File: src/core/program_erase_controller_defines.svh
// Holds register offsets, field positions, reset values and keys of the flash program/erase controller.
// Assumes a word-addressed register port with byte offsets; included by core files only.
`ifndef PROGRAM_ERASE_CONTROLLER_DEFINES_SVH
`define PROGRAM_ERASE_CONTROLLER_DEFINES_SVH

`define PROGRAM_ERASE_CONTROLLER_OFS_KEY 8'h04
`define PROGRAM_ERASE_CONTROLLER_OFS_OPTKEY 8'h08
`define PROGRAM_ERASE_CONTROLLER_OFS_STATUS 8'h0c
`define PROGRAM_ERASE_CONTROLLER_OFS_CTRL 8'h10
`define PROGRAM_ERASE_CONTROLLER_OFS_ADDR 8'h14
`define PROGRAM_ERASE_CONTROLLER_OFS_OPT 8'h1c
`define PROGRAM_ERASE_CONTROLLER_OFS_WP 8'h20
`define PROGRAM_ERASE_CONTROLLER_OFS_FASTKEY 8'h24
`define PROGRAM_ERASE_CONTROLLER_OFS_BOOTKEY 8'h28

`define PROGRAM_ERASE_CONTROLLER_KEY_FIRST 32'h45670123
`define PROGRAM_ERASE_CONTROLLER_KEY_SECOND 32'hcdef89ab

`define PROGRAM_ERASE_CONTROLLER_ST_BOOTLOCK 15
`define PROGRAM_ERASE_CONTROLLER_ST_MODE 14
`define PROGRAM_ERASE_CONTROLLER_ST_DONE 5
`define PROGRAM_ERASE_CONTROLLER_ST_PROT 4
`define PROGRAM_ERASE_CONTROLLER_ST_BUSY 0

`define PROGRAM_ERASE_CONTROLLER_CT_BUFCLR 19
`define PROGRAM_ERASE_CONTROLLER_CT_PAGE_BUFFER_LOAD 18
`define PROGRAM_ERASE_CONTROLLER_CT_FAST_PAGE_ERASE_SEL 17
`define PROGRAM_ERASE_CONTROLLER_CT_FAST_PAGE_PROGRAM_SEL 16
`define PROGRAM_ERASE_CONTROLLER_CT_FAST_MODE_LOCK 15
`define PROGRAM_ERASE_CONTROLLER_CT_DONEIE 12
`define PROGRAM_ERASE_CONTROLLER_CT_ERROR_IRQ_ENABLE 10
`define PROGRAM_ERASE_CONTROLLER_CT_OPTWE 9
`define PROGRAM_ERASE_CONTROLLER_CT_LOCK 7
`define PROGRAM_ERASE_CONTROLLER_CT_GO 6
`define PROGRAM_ERASE_CONTROLLER_CT_OPTION_ERASE_SEL 5
`define PROGRAM_ERASE_CONTROLLER_CT_OBPG 4
`define PROGRAM_ERASE_CONTROLLER_CT_MER 2
`define PROGRAM_ERASE_CONTROLLER_CT_PER 1
`define PROGRAM_ERASE_CONTROLLER_CT_PG 0

`define PROGRAM_ERASE_CONTROLLER_OPT_USER_BYTE_ONE_LSB 18
`define PROGRAM_ERASE_CONTROLLER_OPT_USER_BYTE_ZERO_LSB 10
`define PROGRAM_ERASE_CONTROLLER_OPT_FIXED 2'h3
`define PROGRAM_ERASE_CONTROLLER_OPT_FIXED_LSB 8
`define PROGRAM_ERASE_CONTROLLER_OPT_RSTDLY_LSB 5
`define PROGRAM_ERASE_CONTROLLER_OPT_STBY 4
`define PROGRAM_ERASE_CONTROLLER_OPT_WDG 2
`define PROGRAM_ERASE_CONTROLLER_OPT_RDP 1
`define PROGRAM_ERASE_CONTROLLER_OPT_ERR 0

`define PROGRAM_ERASE_CONTROLLER_CTRL_RESET 32'h00008080
`define PROGRAM_ERASE_CONTROLLER_STATUS_RESET 32'h00008000
`define PROGRAM_ERASE_CONTROLLER_CTRL_WMASK 32'h000f1637

`endif

File: src/core/program_erase_controller_pkg.sv
// Holds the types of the flash program/erase controller.
// Assumes program_erase_controller_defines.svh is compiled alongside.
`default_nettype none
package program_erase_controller_pkg;

    typedef enum logic [1:0] {
        PROGRAM_ERASE_CONTROLLER_KEY_IDLE = 2'b00,
        PROGRAM_ERASE_CONTROLLER_KEY_HALF = 2'b01,
        PROGRAM_ERASE_CONTROLLER_KEY_DEAD = 2'b10
    } program_erase_controller_key_t;

    typedef struct packed {
        logic [7:0] user_byte_one;
        logic [7:0] user_byte_zero;
        logic [1:0] reset_delay_cfg;
        logic standby_reset_ctl;
        logic watchdog_hw_enable;
        logic read_protect_state;
        logic option_mismatch_flag;
        logic [15:0] block_protect_bits;
    } program_erase_controller_opt_t;

    typedef struct packed {
        logic [7:0] addr;
        logic [31:0] wdata;
        logic wr;
        logic rd;
    } program_erase_controller_bus_t;

    typedef struct packed {
        logic start;
        logic [31:0] addr;
        logic [31:0] data;
        logic [4:0] mode;
    } program_erase_controller_cmd_t;

    typedef struct packed {
        program_erase_controller_key_t main_key;
        program_erase_controller_key_t fast_key;
        program_erase_controller_key_t opt_key;
        program_erase_controller_key_t boot_key;
        logic boot_lock;
        logic boot_mode;
        logic done_flag;
        logic prot_flag;
        logic busy;
        logic [31:0] ctrl;
        logic [31:0] addr;
        logic [31:0] last_word;
        logic [31:0] rdata;
        logic bus_err;
        logic irq;
        program_erase_controller_cmd_t cmd;
        program_erase_controller_opt_t opt;
        logic opt_loaded;
    } program_erase_controller_state_t;

endpackage
`default_nettype wire

File: src/core/program_erase_controller_ctrl.sv
// Register file and sequencing of the flash program/erase controller.
// Assumes a single-cycle register port and a flash array that acknowledges each operation.
`include "program_erase_controller_defines.svh"
`default_nettype none
module program_erase_controller_ctrl #(
    parameter int BLOCKS = 16
) (
    input wire logic ref_clk_i,
    input wire logic arst_n_i,
    input wire logic [7:0] reg_addr_i,
    input wire logic [31:0] reg_wdata_i,
    input wire logic reg_wr_i,
    input wire logic reg_rd_i,
    output logic [31:0] reg_rdata_o,
    input wire logic mem_wr_i,
    input wire logic [31:0] mem_addr_i,
    input wire logic [31:0] mem_wdata_i,
    input wire logic [1:0] mem_size_i,
    input wire logic boot_available_i,
    input wire program_erase_controller_pkg::program_erase_controller_opt_t opt_load_i,
    input wire logic opt_inverse_ok_i,
    input wire logic [BLOCKS-1:0] prot_hit_i,
    input wire logic flash_done_i,
    input wire logic flash_fault_i,
    output program_erase_controller_pkg::program_erase_controller_cmd_t flash_cmd_o,
    output logic bus_err_o,
    output logic boot_select_o,
    output logic irq_o
);

    // The protect status register and its reload are laid out for sixteen blocks only.
    if (BLOCKS != 16) begin : g_bad_blocks
        $error("program_erase_controller_ctrl serves exactly sixteen protect blocks");
    end

    program_erase_controller_pkg::program_erase_controller_state_t s_reg;
    program_erase_controller_pkg::program_erase_controller_state_t s_next;

    // Advances a two-key unlock; a wrong value kills the sequence.
    function automatic program_erase_controller_pkg::program_erase_controller_key_t key_step(input program_erase_controller_pkg::program_erase_controller_key_t cur, input logic [31:0] v);
        program_erase_controller_pkg::program_erase_controller_key_t r;
        r = program_erase_controller_pkg::PROGRAM_ERASE_CONTROLLER_KEY_DEAD;
        if (cur == program_erase_controller_pkg::PROGRAM_ERASE_CONTROLLER_KEY_IDLE && v == `PROGRAM_ERASE_CONTROLLER_KEY_FIRST) begin
            r = program_erase_controller_pkg::PROGRAM_ERASE_CONTROLLER_KEY_HALF;
        end else if (cur == program_erase_controller_pkg::PROGRAM_ERASE_CONTROLLER_KEY_HALF && v == `PROGRAM_ERASE_CONTROLLER_KEY_SECOND) begin
            r = program_erase_controller_pkg::PROGRAM_ERASE_CONTROLLER_KEY_IDLE;
        end
        return r;
    endfunction

    logic [31:0] status_view;
    logic [31:0] opt_view;
    logic wr_ok;
    logic [31:0] w;
    logic pg_write;
    logic prot_hit;

    always_comb begin
        status_view = 32'h0;
        status_view[`PROGRAM_ERASE_CONTROLLER_ST_BOOTLOCK] = s_reg.boot_lock;
        status_view[`PROGRAM_ERASE_CONTROLLER_ST_MODE] = s_reg.boot_mode;
        status_view[`PROGRAM_ERASE_CONTROLLER_ST_DONE] = s_reg.done_flag;
        status_view[`PROGRAM_ERASE_CONTROLLER_ST_PROT] = s_reg.prot_flag;
        status_view[`PROGRAM_ERASE_CONTROLLER_ST_BUSY] = s_reg.busy;
        opt_view = 32'h0;
        opt_view[`PROGRAM_ERASE_CONTROLLER_OPT_USER_BYTE_ONE_LSB +: 8] = s_reg.opt.user_byte_one;
        opt_view[`PROGRAM_ERASE_CONTROLLER_OPT_USER_BYTE_ZERO_LSB +: 8] = s_reg.opt.user_byte_zero;
        opt_view[`PROGRAM_ERASE_CONTROLLER_OPT_FIXED_LSB +: 2] = `PROGRAM_ERASE_CONTROLLER_OPT_FIXED;
        opt_view[`PROGRAM_ERASE_CONTROLLER_OPT_RSTDLY_LSB +: 2] = s_reg.opt.reset_delay_cfg;
        opt_view[`PROGRAM_ERASE_CONTROLLER_OPT_STBY] = s_reg.opt.standby_reset_ctl;
        opt_view[`PROGRAM_ERASE_CONTROLLER_OPT_WDG] = s_reg.opt.watchdog_hw_enable;
        opt_view[`PROGRAM_ERASE_CONTROLLER_OPT_RDP] = s_reg.opt.read_protect_state;
        opt_view[`PROGRAM_ERASE_CONTROLLER_OPT_ERR] = s_reg.opt.option_mismatch_flag;
    end

    always_comb begin
        s_next = s_reg;
        w = reg_wdata_i;
        s_next.bus_err = 1'b0;
        s_next.cmd.start = 1'b0;
        s_next.rdata = 32'h0;
        prot_hit = |prot_hit_i;
        // Option image is captured once, on the first clock after reset release.
        if (!s_reg.opt_loaded) begin
            s_next.opt = opt_load_i;
            s_next.opt.option_mismatch_flag = ~opt_inverse_ok_i;
            s_next.opt_loaded = 1'b1;
        end
        wr_ok = reg_wr_i && !s_reg.busy;
        if (reg_rd_i) begin
            unique case (reg_addr_i)
                `PROGRAM_ERASE_CONTROLLER_OFS_STATUS: s_next.rdata = status_view;
                `PROGRAM_ERASE_CONTROLLER_OFS_CTRL: s_next.rdata = s_reg.ctrl;
                `PROGRAM_ERASE_CONTROLLER_OFS_OPT: s_next.rdata = opt_view;
                `PROGRAM_ERASE_CONTROLLER_OFS_WP: s_next.rdata = {16'h0, s_reg.opt.block_protect_bits};
                default: s_next.rdata = 32'h0;
            endcase
        end
        // Operation completion from the array ends busy and clears the go bit.
        if (s_reg.busy && flash_done_i) begin
            s_next.busy = 1'b0;
            s_next.ctrl[`PROGRAM_ERASE_CONTROLLER_CT_GO] = 1'b0;
            s_next.ctrl[`PROGRAM_ERASE_CONTROLLER_CT_BUFCLR] = 1'b0;
            s_next.ctrl[`PROGRAM_ERASE_CONTROLLER_CT_PAGE_BUFFER_LOAD] = 1'b0;
        end
        if (wr_ok) begin
            unique case (reg_addr_i)
                `PROGRAM_ERASE_CONTROLLER_OFS_KEY: begin
                    if (s_reg.main_key == program_erase_controller_pkg::PROGRAM_ERASE_CONTROLLER_KEY_DEAD) begin
                        s_next.bus_err = 1'b1;
                    end else begin
                        s_next.main_key = key_step(s_reg.main_key, w);
                        if (s_reg.main_key == program_erase_controller_pkg::PROGRAM_ERASE_CONTROLLER_KEY_HALF && w == `PROGRAM_ERASE_CONTROLLER_KEY_SECOND) begin
                            s_next.ctrl[`PROGRAM_ERASE_CONTROLLER_CT_LOCK] = 1'b0;
                        end
                        if (s_next.main_key == program_erase_controller_pkg::PROGRAM_ERASE_CONTROLLER_KEY_DEAD) begin
                            s_next.ctrl[`PROGRAM_ERASE_CONTROLLER_CT_LOCK] = 1'b1;
                            s_next.bus_err = 1'b1;
                        end
                    end
                end
                `PROGRAM_ERASE_CONTROLLER_OFS_OPTKEY: begin
                    if (s_reg.opt_key != program_erase_controller_pkg::PROGRAM_ERASE_CONTROLLER_KEY_DEAD) begin
                        s_next.opt_key = key_step(s_reg.opt_key, w);
                        if (s_reg.opt_key == program_erase_controller_pkg::PROGRAM_ERASE_CONTROLLER_KEY_HALF && w == `PROGRAM_ERASE_CONTROLLER_KEY_SECOND) begin
                            s_next.ctrl[`PROGRAM_ERASE_CONTROLLER_CT_OPTWE] = 1'b1;
                        end
                    end
                end
                `PROGRAM_ERASE_CONTROLLER_OFS_FASTKEY: begin
                    if (s_reg.fast_key != program_erase_controller_pkg::PROGRAM_ERASE_CONTROLLER_KEY_DEAD) begin
                        s_next.fast_key = key_step(s_reg.fast_key, w);
                        if (s_reg.fast_key == program_erase_controller_pkg::PROGRAM_ERASE_CONTROLLER_KEY_HALF && w == `PROGRAM_ERASE_CONTROLLER_KEY_SECOND) begin
                            s_next.ctrl[`PROGRAM_ERASE_CONTROLLER_CT_FAST_MODE_LOCK] = 1'b0;
                        end
                    end
                end
                `PROGRAM_ERASE_CONTROLLER_OFS_BOOTKEY: begin
                    if (s_reg.boot_key != program_erase_controller_pkg::PROGRAM_ERASE_CONTROLLER_KEY_DEAD) begin
                        s_next.boot_key = key_step(s_reg.boot_key, w);
                        if (s_reg.boot_key == program_erase_controller_pkg::PROGRAM_ERASE_CONTROLLER_KEY_HALF && w == `PROGRAM_ERASE_CONTROLLER_KEY_SECOND) begin
                            s_next.boot_lock = 1'b0;
                        end
                    end
                end
                `PROGRAM_ERASE_CONTROLLER_OFS_STATUS: begin
                    if (w[`PROGRAM_ERASE_CONTROLLER_ST_DONE]) begin
                        s_next.done_flag = 1'b0;
                    end
                    if (w[`PROGRAM_ERASE_CONTROLLER_ST_PROT]) begin
                        s_next.prot_flag = 1'b0;
                    end
                    if (w[`PROGRAM_ERASE_CONTROLLER_ST_BOOTLOCK]) begin
                        s_next.boot_lock = 1'b1;
                    end
                    if (!s_reg.boot_lock) begin
                        s_next.boot_mode = w[`PROGRAM_ERASE_CONTROLLER_ST_MODE];
                    end
                end
                `PROGRAM_ERASE_CONTROLLER_OFS_CTRL: begin
                    if (!s_reg.ctrl[`PROGRAM_ERASE_CONTROLLER_CT_LOCK]) begin
                        s_next.ctrl = (s_reg.ctrl & ~`PROGRAM_ERASE_CONTROLLER_CTRL_WMASK) | (w & `PROGRAM_ERASE_CONTROLLER_CTRL_WMASK);
                        s_next.ctrl[`PROGRAM_ERASE_CONTROLLER_CT_FAST_MODE_LOCK] = s_reg.ctrl[`PROGRAM_ERASE_CONTROLLER_CT_FAST_MODE_LOCK] | w[`PROGRAM_ERASE_CONTROLLER_CT_FAST_MODE_LOCK];
                        s_next.ctrl[`PROGRAM_ERASE_CONTROLLER_CT_OPTWE] = s_reg.ctrl[`PROGRAM_ERASE_CONTROLLER_CT_OPTWE] & w[`PROGRAM_ERASE_CONTROLLER_CT_OPTWE];
                        s_next.ctrl[`PROGRAM_ERASE_CONTROLLER_CT_GO] = s_reg.ctrl[`PROGRAM_ERASE_CONTROLLER_CT_GO] | w[`PROGRAM_ERASE_CONTROLLER_CT_GO];
                        if (s_reg.ctrl[`PROGRAM_ERASE_CONTROLLER_CT_FAST_MODE_LOCK]) begin
                            s_next.ctrl[`PROGRAM_ERASE_CONTROLLER_CT_FAST_PAGE_ERASE_SEL] = 1'b0;
                            s_next.ctrl[`PROGRAM_ERASE_CONTROLLER_CT_FAST_PAGE_PROGRAM_SEL] = 1'b0;
                        end
                        if (!s_reg.ctrl[`PROGRAM_ERASE_CONTROLLER_CT_OPTWE]) begin
                            s_next.ctrl[`PROGRAM_ERASE_CONTROLLER_CT_OPTION_ERASE_SEL] = 1'b0;
                            s_next.ctrl[`PROGRAM_ERASE_CONTROLLER_CT_OBPG] = 1'b0;
                        end
                        s_next.ctrl[`PROGRAM_ERASE_CONTROLLER_CT_LOCK] = w[`PROGRAM_ERASE_CONTROLLER_CT_LOCK];
                        if (w[`PROGRAM_ERASE_CONTROLLER_CT_GO] || w[`PROGRAM_ERASE_CONTROLLER_CT_BUFCLR] || w[`PROGRAM_ERASE_CONTROLLER_CT_PAGE_BUFFER_LOAD]) begin
                            s_next.busy = 1'b1;
                            s_next.cmd.start = 1'b1;
                            s_next.cmd.addr = s_reg.addr;
                            s_next.cmd.data = s_reg.last_word;
                            s_next.cmd.mode = {w[`PROGRAM_ERASE_CONTROLLER_CT_BUFCLR], w[`PROGRAM_ERASE_CONTROLLER_CT_PAGE_BUFFER_LOAD], w[`PROGRAM_ERASE_CONTROLLER_CT_GO],
                                w[`PROGRAM_ERASE_CONTROLLER_CT_FAST_PAGE_PROGRAM_SEL], w[`PROGRAM_ERASE_CONTROLLER_CT_FAST_PAGE_ERASE_SEL]};
                        end
                    end
                end
                `PROGRAM_ERASE_CONTROLLER_OFS_ADDR: s_next.addr = w;
                default: s_next.bus_err = 1'b0;
            endcase
        end else if (reg_wr_i) begin
            s_next.bus_err = 1'b1;
        end
        // Writes to the flash window: half-words program in standard mode, words feed the page buffer only when fast page program is selected.
        pg_write = mem_wr_i && !s_reg.busy && !s_reg.ctrl[`PROGRAM_ERASE_CONTROLLER_CT_LOCK];
        if (pg_write && s_reg.ctrl[`PROGRAM_ERASE_CONTROLLER_CT_FAST_PAGE_PROGRAM_SEL] && mem_size_i == 2'h2) begin
            s_next.last_word = mem_wdata_i;
        end else if (pg_write && s_reg.ctrl[`PROGRAM_ERASE_CONTROLLER_CT_PG]) begin
            if (mem_size_i != 2'h1) begin
                s_next.bus_err = 1'b1;
            end else if (prot_hit) begin
                s_next.prot_flag = 1'b1;
            end else begin
                s_next.busy = 1'b1;
                s_next.cmd.start = 1'b1;
                s_next.cmd.addr = mem_addr_i;
                s_next.cmd.data = mem_wdata_i;
                s_next.cmd.mode = 5'h0;
            end
        end else if (mem_wr_i) begin
            s_next.bus_err = 1'b1;
        end
        // Array events are applied last so a set wins over a same-cycle clear.
        if (s_reg.busy && flash_done_i) begin
            if (flash_fault_i) begin
                s_next.prot_flag = 1'b1;
            end else begin
                s_next.done_flag = 1'b1;
            end
        end
        s_next.irq = (s_next.done_flag && s_next.ctrl[`PROGRAM_ERASE_CONTROLLER_CT_DONEIE])
            || (s_next.prot_flag && s_next.ctrl[`PROGRAM_ERASE_CONTROLLER_CT_ERROR_IRQ_ENABLE]);
    end

    always_ff @(posedge ref_clk_i or negedge arst_n_i) begin
        if (!arst_n_i) begin
            s_reg <= '0;
            s_reg.boot_lock <= 1'b1;
            s_reg.ctrl <= `PROGRAM_ERASE_CONTROLLER_CTRL_RESET;
        end else begin
            s_reg <= s_next;
        end
    end

    assign reg_rdata_o = s_reg.rdata;
    assign flash_cmd_o = s_reg.cmd;
    assign bus_err_o = s_reg.bus_err;
    assign boot_select_o = s_reg.boot_mode & boot_available_i;
    assign irq_o = s_reg.irq;

endmodule
`default_nettype wire

File: config.mk
export PLATFORM = sky130hd
export DESIGN_NAME = program_erase_controller_ctrl
export DESIGN_NICKNAME = d
export VERILOG_FILES = /design/src/core/program_erase_controller_pkg.sv /design/src/core/program_erase_controller_ctrl.sv
export VERILOG_INCLUDE_DIRS = /design/src /design/src/core
export SDC_FILE = /design/constraint.sdc
export NUM_CORES = 1
export LEC_CHECK = 0
export BUFFER_PORTS_ARGS = -buffer_cell sky130_fd_sc_hd__buf_2
export CORE_MARGIN = 2
export CORE_UTILIZATION = 55
export CTS_BUF_LIST = sky130_fd_sc_hd__clkbuf_2
export DETAILED_ROUTE_END_ITERATION = 12
export PLACE_DENSITY_LB_ADDON = 0.1
export SLEW_MARGIN = 5
export SYNTH_ARGS = -nofsm -noshare
export SYNTH_HDL_FRONTEND = slang
export SYNTH_SLANG_ARGS = --single-unit
File: constraint.sdc
create_clock -name ref_clk_i -period 2.47 [get_ports ref_clk_i]
set_clock_uncertainty 0.05 [all_clocks]
set_input_delay 0 -clock ref_clk_i [delete_from_list [all_inputs] [get_ports ref_clk_i]]
set_output_delay 0 -clock ref_clk_i [all_outputs]
set_load 0.02 [all_outputs]
==> results.cfg, run 1 <==
[place]
place.gp.congestion = 0.847
port_buffers = 272
dp_hpwl_mm = 16.6

[run_status]
status = stopped before the end
haltStage = clock tree synthesis (4_1_cts)
tool.error = [ERROR RSZ-0060] Max buffer count reached.

[synth]
yosys-top-cells-area = dfrtp_1 (54%), mux2_2 (8.0%), buf_4 (7.3%)
synth_area_mm2 = 0.0106
synth_edf_count = 0
muxShareOfSynthArea_pct = 18.9
synth_fa_ha_area_share_pct = 0
yosysUniqueCellTypes = 54
synthArstFlopShare_pct = 100
netlist.area_leader.share_pct = 53.8
syn_area_per_cell_um2 = 11.8
synth_xor_area_share_pct = 0
synth_top_family_by_area = multiplexers
synth_warnings = 0
syn_inst = 892
seq_area_frac_synth_pct = 54.5
yosysMostFrequentCell = dfrtp_1
synth-seq-cells = 230
ys.flop_type = dfrtp_1
yosys.area.top_type = dfrtp_1
ys_top_cells_by_count = dfrtp_1 (227), nand2_1 (107), buf_4 (103)
synth_simple_gate_area_share_pct = 9.18
mappedNetlistNets = 1061
synth_compound_area_share_pct = 7.68

[cts]
cts_resized = 0
cts_htree_levels = 2
root_buffer = clkbuf_2
cts_sinks = 230
cts_made_buffers = 58
cts_setup_buffers = 0
clk_path_buf_depth = 3
postCtsHoldBufs = 278

[die]
die_x_um = 143
io_pins = 274
die_y_um = 143
rows = 50
initial_core_util_pct = 56.3
## cells by family after synthesis
group | after synthesis
AO/OA/AOI/OAI | 133
buffers and inverters | 153
flip-flops | 230
multiplexers | 174
other | 2
AND/OR/NAND/NOR | 200
## per-stage QoR
| stage | hold slack (ns) | instance area, µm² | setup WS, ns | cells |
|---|---|---|---|---|
| floorplan | -0.346 | 10600 | 0.387 | 892 |
| global placement | -0.0959 | 11600 | 0.234 | 1279 |
| detailed placement | -0.0949 | 11600 | 0.190 | 1279 |
==> run 2, diff against run 1 <==
--- a/config.mk
+++ b/config.mk
@@ -8,10 +8,9 @@
 export LEC_CHECK = 0
 export BUFFER_PORTS_ARGS = -buffer_cell sky130_fd_sc_hd__buf_2
 export CORE_MARGIN = 2
-export CORE_UTILIZATION = 55
-export CTS_BUF_LIST = sky130_fd_sc_hd__clkbuf_2
+export CORE_UTILIZATION = 40
 export DETAILED_ROUTE_END_ITERATION = 12
-export PLACE_DENSITY_LB_ADDON = 0.1
+export PLACE_DENSITY_LB_ADDON = 0.15
 export SLEW_MARGIN = 5
 export SYNTH_ARGS = -nofsm -noshare
 export SYNTH_HDL_FRONTEND = slang
==> run 2 against run 1 <==
  * The flow now finishes, with violations (hold timing)
  * Synthesized cell count is the same
  * Area after synthesis is the same
==> results.cfg, run 2 <==
[run_status]
status = finished with violations
violations = hold timing

[detailed_routing]
num_vias = 7752
wl_per_cell_um = 17.1
detail-route-antenna-nets = 0
dr.pass1.iters = 4
drt_iter0_drc = 413
vias_per_cell = 4.89
wl_mm = 27.1
drc = 0

[cts]
clk_pin_slew_ns = 0.06
root_buffer = clkbuf_16
cts_made_buffers = 26
insertion_delay_ns = 0.53
clk_path_buf_depth = 3
cts_htree_levels = 1
cts_tree = yes
cts_sinks = 230

[timing]
holdWs_ns = -0.00458
setup_viol = 0
tightest_slew_ns = 0.621
hold_violations = 3
fin_crit_sh_pct = 95.0
relSlewSlack_pct = 58.6
max_freq_mhz = 426
finalCriticalPeriod_ns = 2.35
maxSlewViolCount = 0

[die]
core_area_mm2 = 0.0260
die_x_um = 166
die_y_um = 166
initial_core_util_pct = 40.6
dieArea_mm2 = 0.0277
rows = 59
io_pins = 274

[power]
power_mw = 8.49
powerDensity_mw_per_mm2 = 600
vdd_drop_max_mv = 0.471
leakagePower_nw = 6.85

[grt]
grt_pass1_wl_mm = 43.6
antenna_found_initial = 0
track_usage_pct = 19.3
grt_pass1_vias = 8009
grt_max_degree = 78
grt.overflow.total = 0

[place]
dp_hpwl_mm = 18.0
port_buffers = 272
dpl.cell_count = 1383
place.gp.congestion = 0.797

[worst_setup_path]
regToRegStartpoint = s_reg[239]
critical_path_class = in -> reg
path_max_fanout = 8
cp_common_cell = dlygate4sd3_1
start_kind = primary input
reg2reg_to = flash_cmd_o[15]
cp_slowest_cell = dlygate4sd3_1
reg2reg_depth = 8
ff2ff_setup_slack_ns = 0.17
cp_data_arrival_time_ns = 2.72
slowest_delay_ns = 0.60
path_cells = dlygate4sd3_1, buf_2, or3b_1, nor4_2, buf_12, nand3_1, o2bb2ai_1, dlygate4sd3_1, a2bb2o_4
critPathCaptureType = flip-flop
crit_required_ns = 2.84

[synth]
seq_area_frac_synth_pct = 54.5
netlist.area_leader.share_pct = 53.8
syn_inst = 892
ys_top_cells_by_count = dfrtp_1 (227), nand2_1 (107), buf_4 (103)
mappedNetlistNets = 1061
synth-seq-cells = 230
synth_edf_count = 0
yosys.area.top_type = dfrtp_1
yosys-top-cells-area = dfrtp_1 (54%), mux2_2 (8.0%), buf_4 (7.3%)
ys.flop_type = dfrtp_1
synthArstFlopShare_pct = 100
synth_area_mm2 = 0.0106
yosysMostFrequentCell = dfrtp_1
syn_area_per_cell_um2 = 11.8
synth_warnings = 0
yosysUniqueCellTypes = 54

[final_layout]
diodes = 0
largest_reg_flops = 109
multi_input_area_mm2 = 0.00384
area_growth_pct = 34.1
final_cell_count_no_fill = 1585
layout_commonest_cell = buf_2
seqCellArea_mm2 = 0.00576
drive_gt1_share_pct = 37.0
nNetsFinal = 1404
nFillCells = 2282
fin_util_pct = 54.5
layout_common_cells = buf_2 (271), dfrtp_1 (227), dlygate4sd3_1 (157)

[run]
cap_violations = 0

[worst_hold_path]
hp-class = in -> async
## run 2: worst max-delay path, delay by kind of cell
family	cells	cell delay (ns)
AOI/OAI and AO/OA	2	0.37
and+or+nand+nor	3	0.92
buffers and inverters	4	1.43
## run 2: how the worst max path moves through the flow
| stage | endpoint | cells after the start | slack, ns | from |
|---|---|---|---|---|
| 2_1_floorplan | irq_o | 7 | 0.39 | s_reg[239] |
| 3_3_place_gp | s_reg[196] | 6 | 0.35 | reg_addr_i[3] |
| 3_5_place_dp | s_reg[205] | 6 | 0.33 | reg_addr_i[3] |
| 4_1_cts | irq_o | 9 | 0.04 | reg_addr_i[1] |
| 5_1_grt | flash_cmd_o[15] | 8 | -0.004 | s_reg[239] |
| 6_report | irq_o | 9 | 0.12 | reg_addr_i[2] |
## run 2: cells by family after synthesis
logic type / count (synthesis) / share of synthesized area [%]
buffers and inverters: 153 / 9.67
DFF: 230 / 54.5
and+or+nand+nor: 200 / 9.18
AOI/OAI and AO/OA: 133 / 7.68
muxes: 174 / 18.9
other: 2 / 0.0711
## run 2: report_power, final
part,internal (mW),total (mW),switching [mW]
registers,3.94,4.03,0.0894
clock network,2.25,3.72,1.48
logic,0.435,0.743,0.308
total,6.62,8.49,1.88
## run 2: area by class of cell
| class | count | area share (%) |
|---|---|---|
| Clock buffer | 43 | 5.83 |
| Inverter | 8 | 0.212 |
| Sequential cell | 230 | 40.7 |
| Multi-Input combinational cell | 509 | 27.1 |
| Timing Repair Buffer | 460 | 23.2 |
| Tap cell | 335 | 2.96 |
## run 2: repair_timing
item                                    4_1_cts  5_1_grt
buffers inserted                              0        2
resized for setup                             0        2
hold buffers                                157        0
endpoints found under the setup margin        0        7
hold endpoints to repair                    393        0
## run 2: per-layer routing
layer / part of all wire [%] / global-route usage (%)
met1: 44 / 26.0
met5: 0 / 0
met4: 2.4 / 5.40
met3: 6.1 / 3.99
met2: 48 / 31.9
## run 2: stage by stage
step                      worst slack [ns]  setup TNS, ns  area [µm²]
after floorplan                      0.387              0       10600
after global placement               0.348              0       11700
after detailed placement             0.326              0       11700
after CTS                           0.0379              0       14100
after global routing              -0.00380       -0.00380       14200
final                                0.124              0       14200
Note: power is estimated with default switching activity, not from simulation.
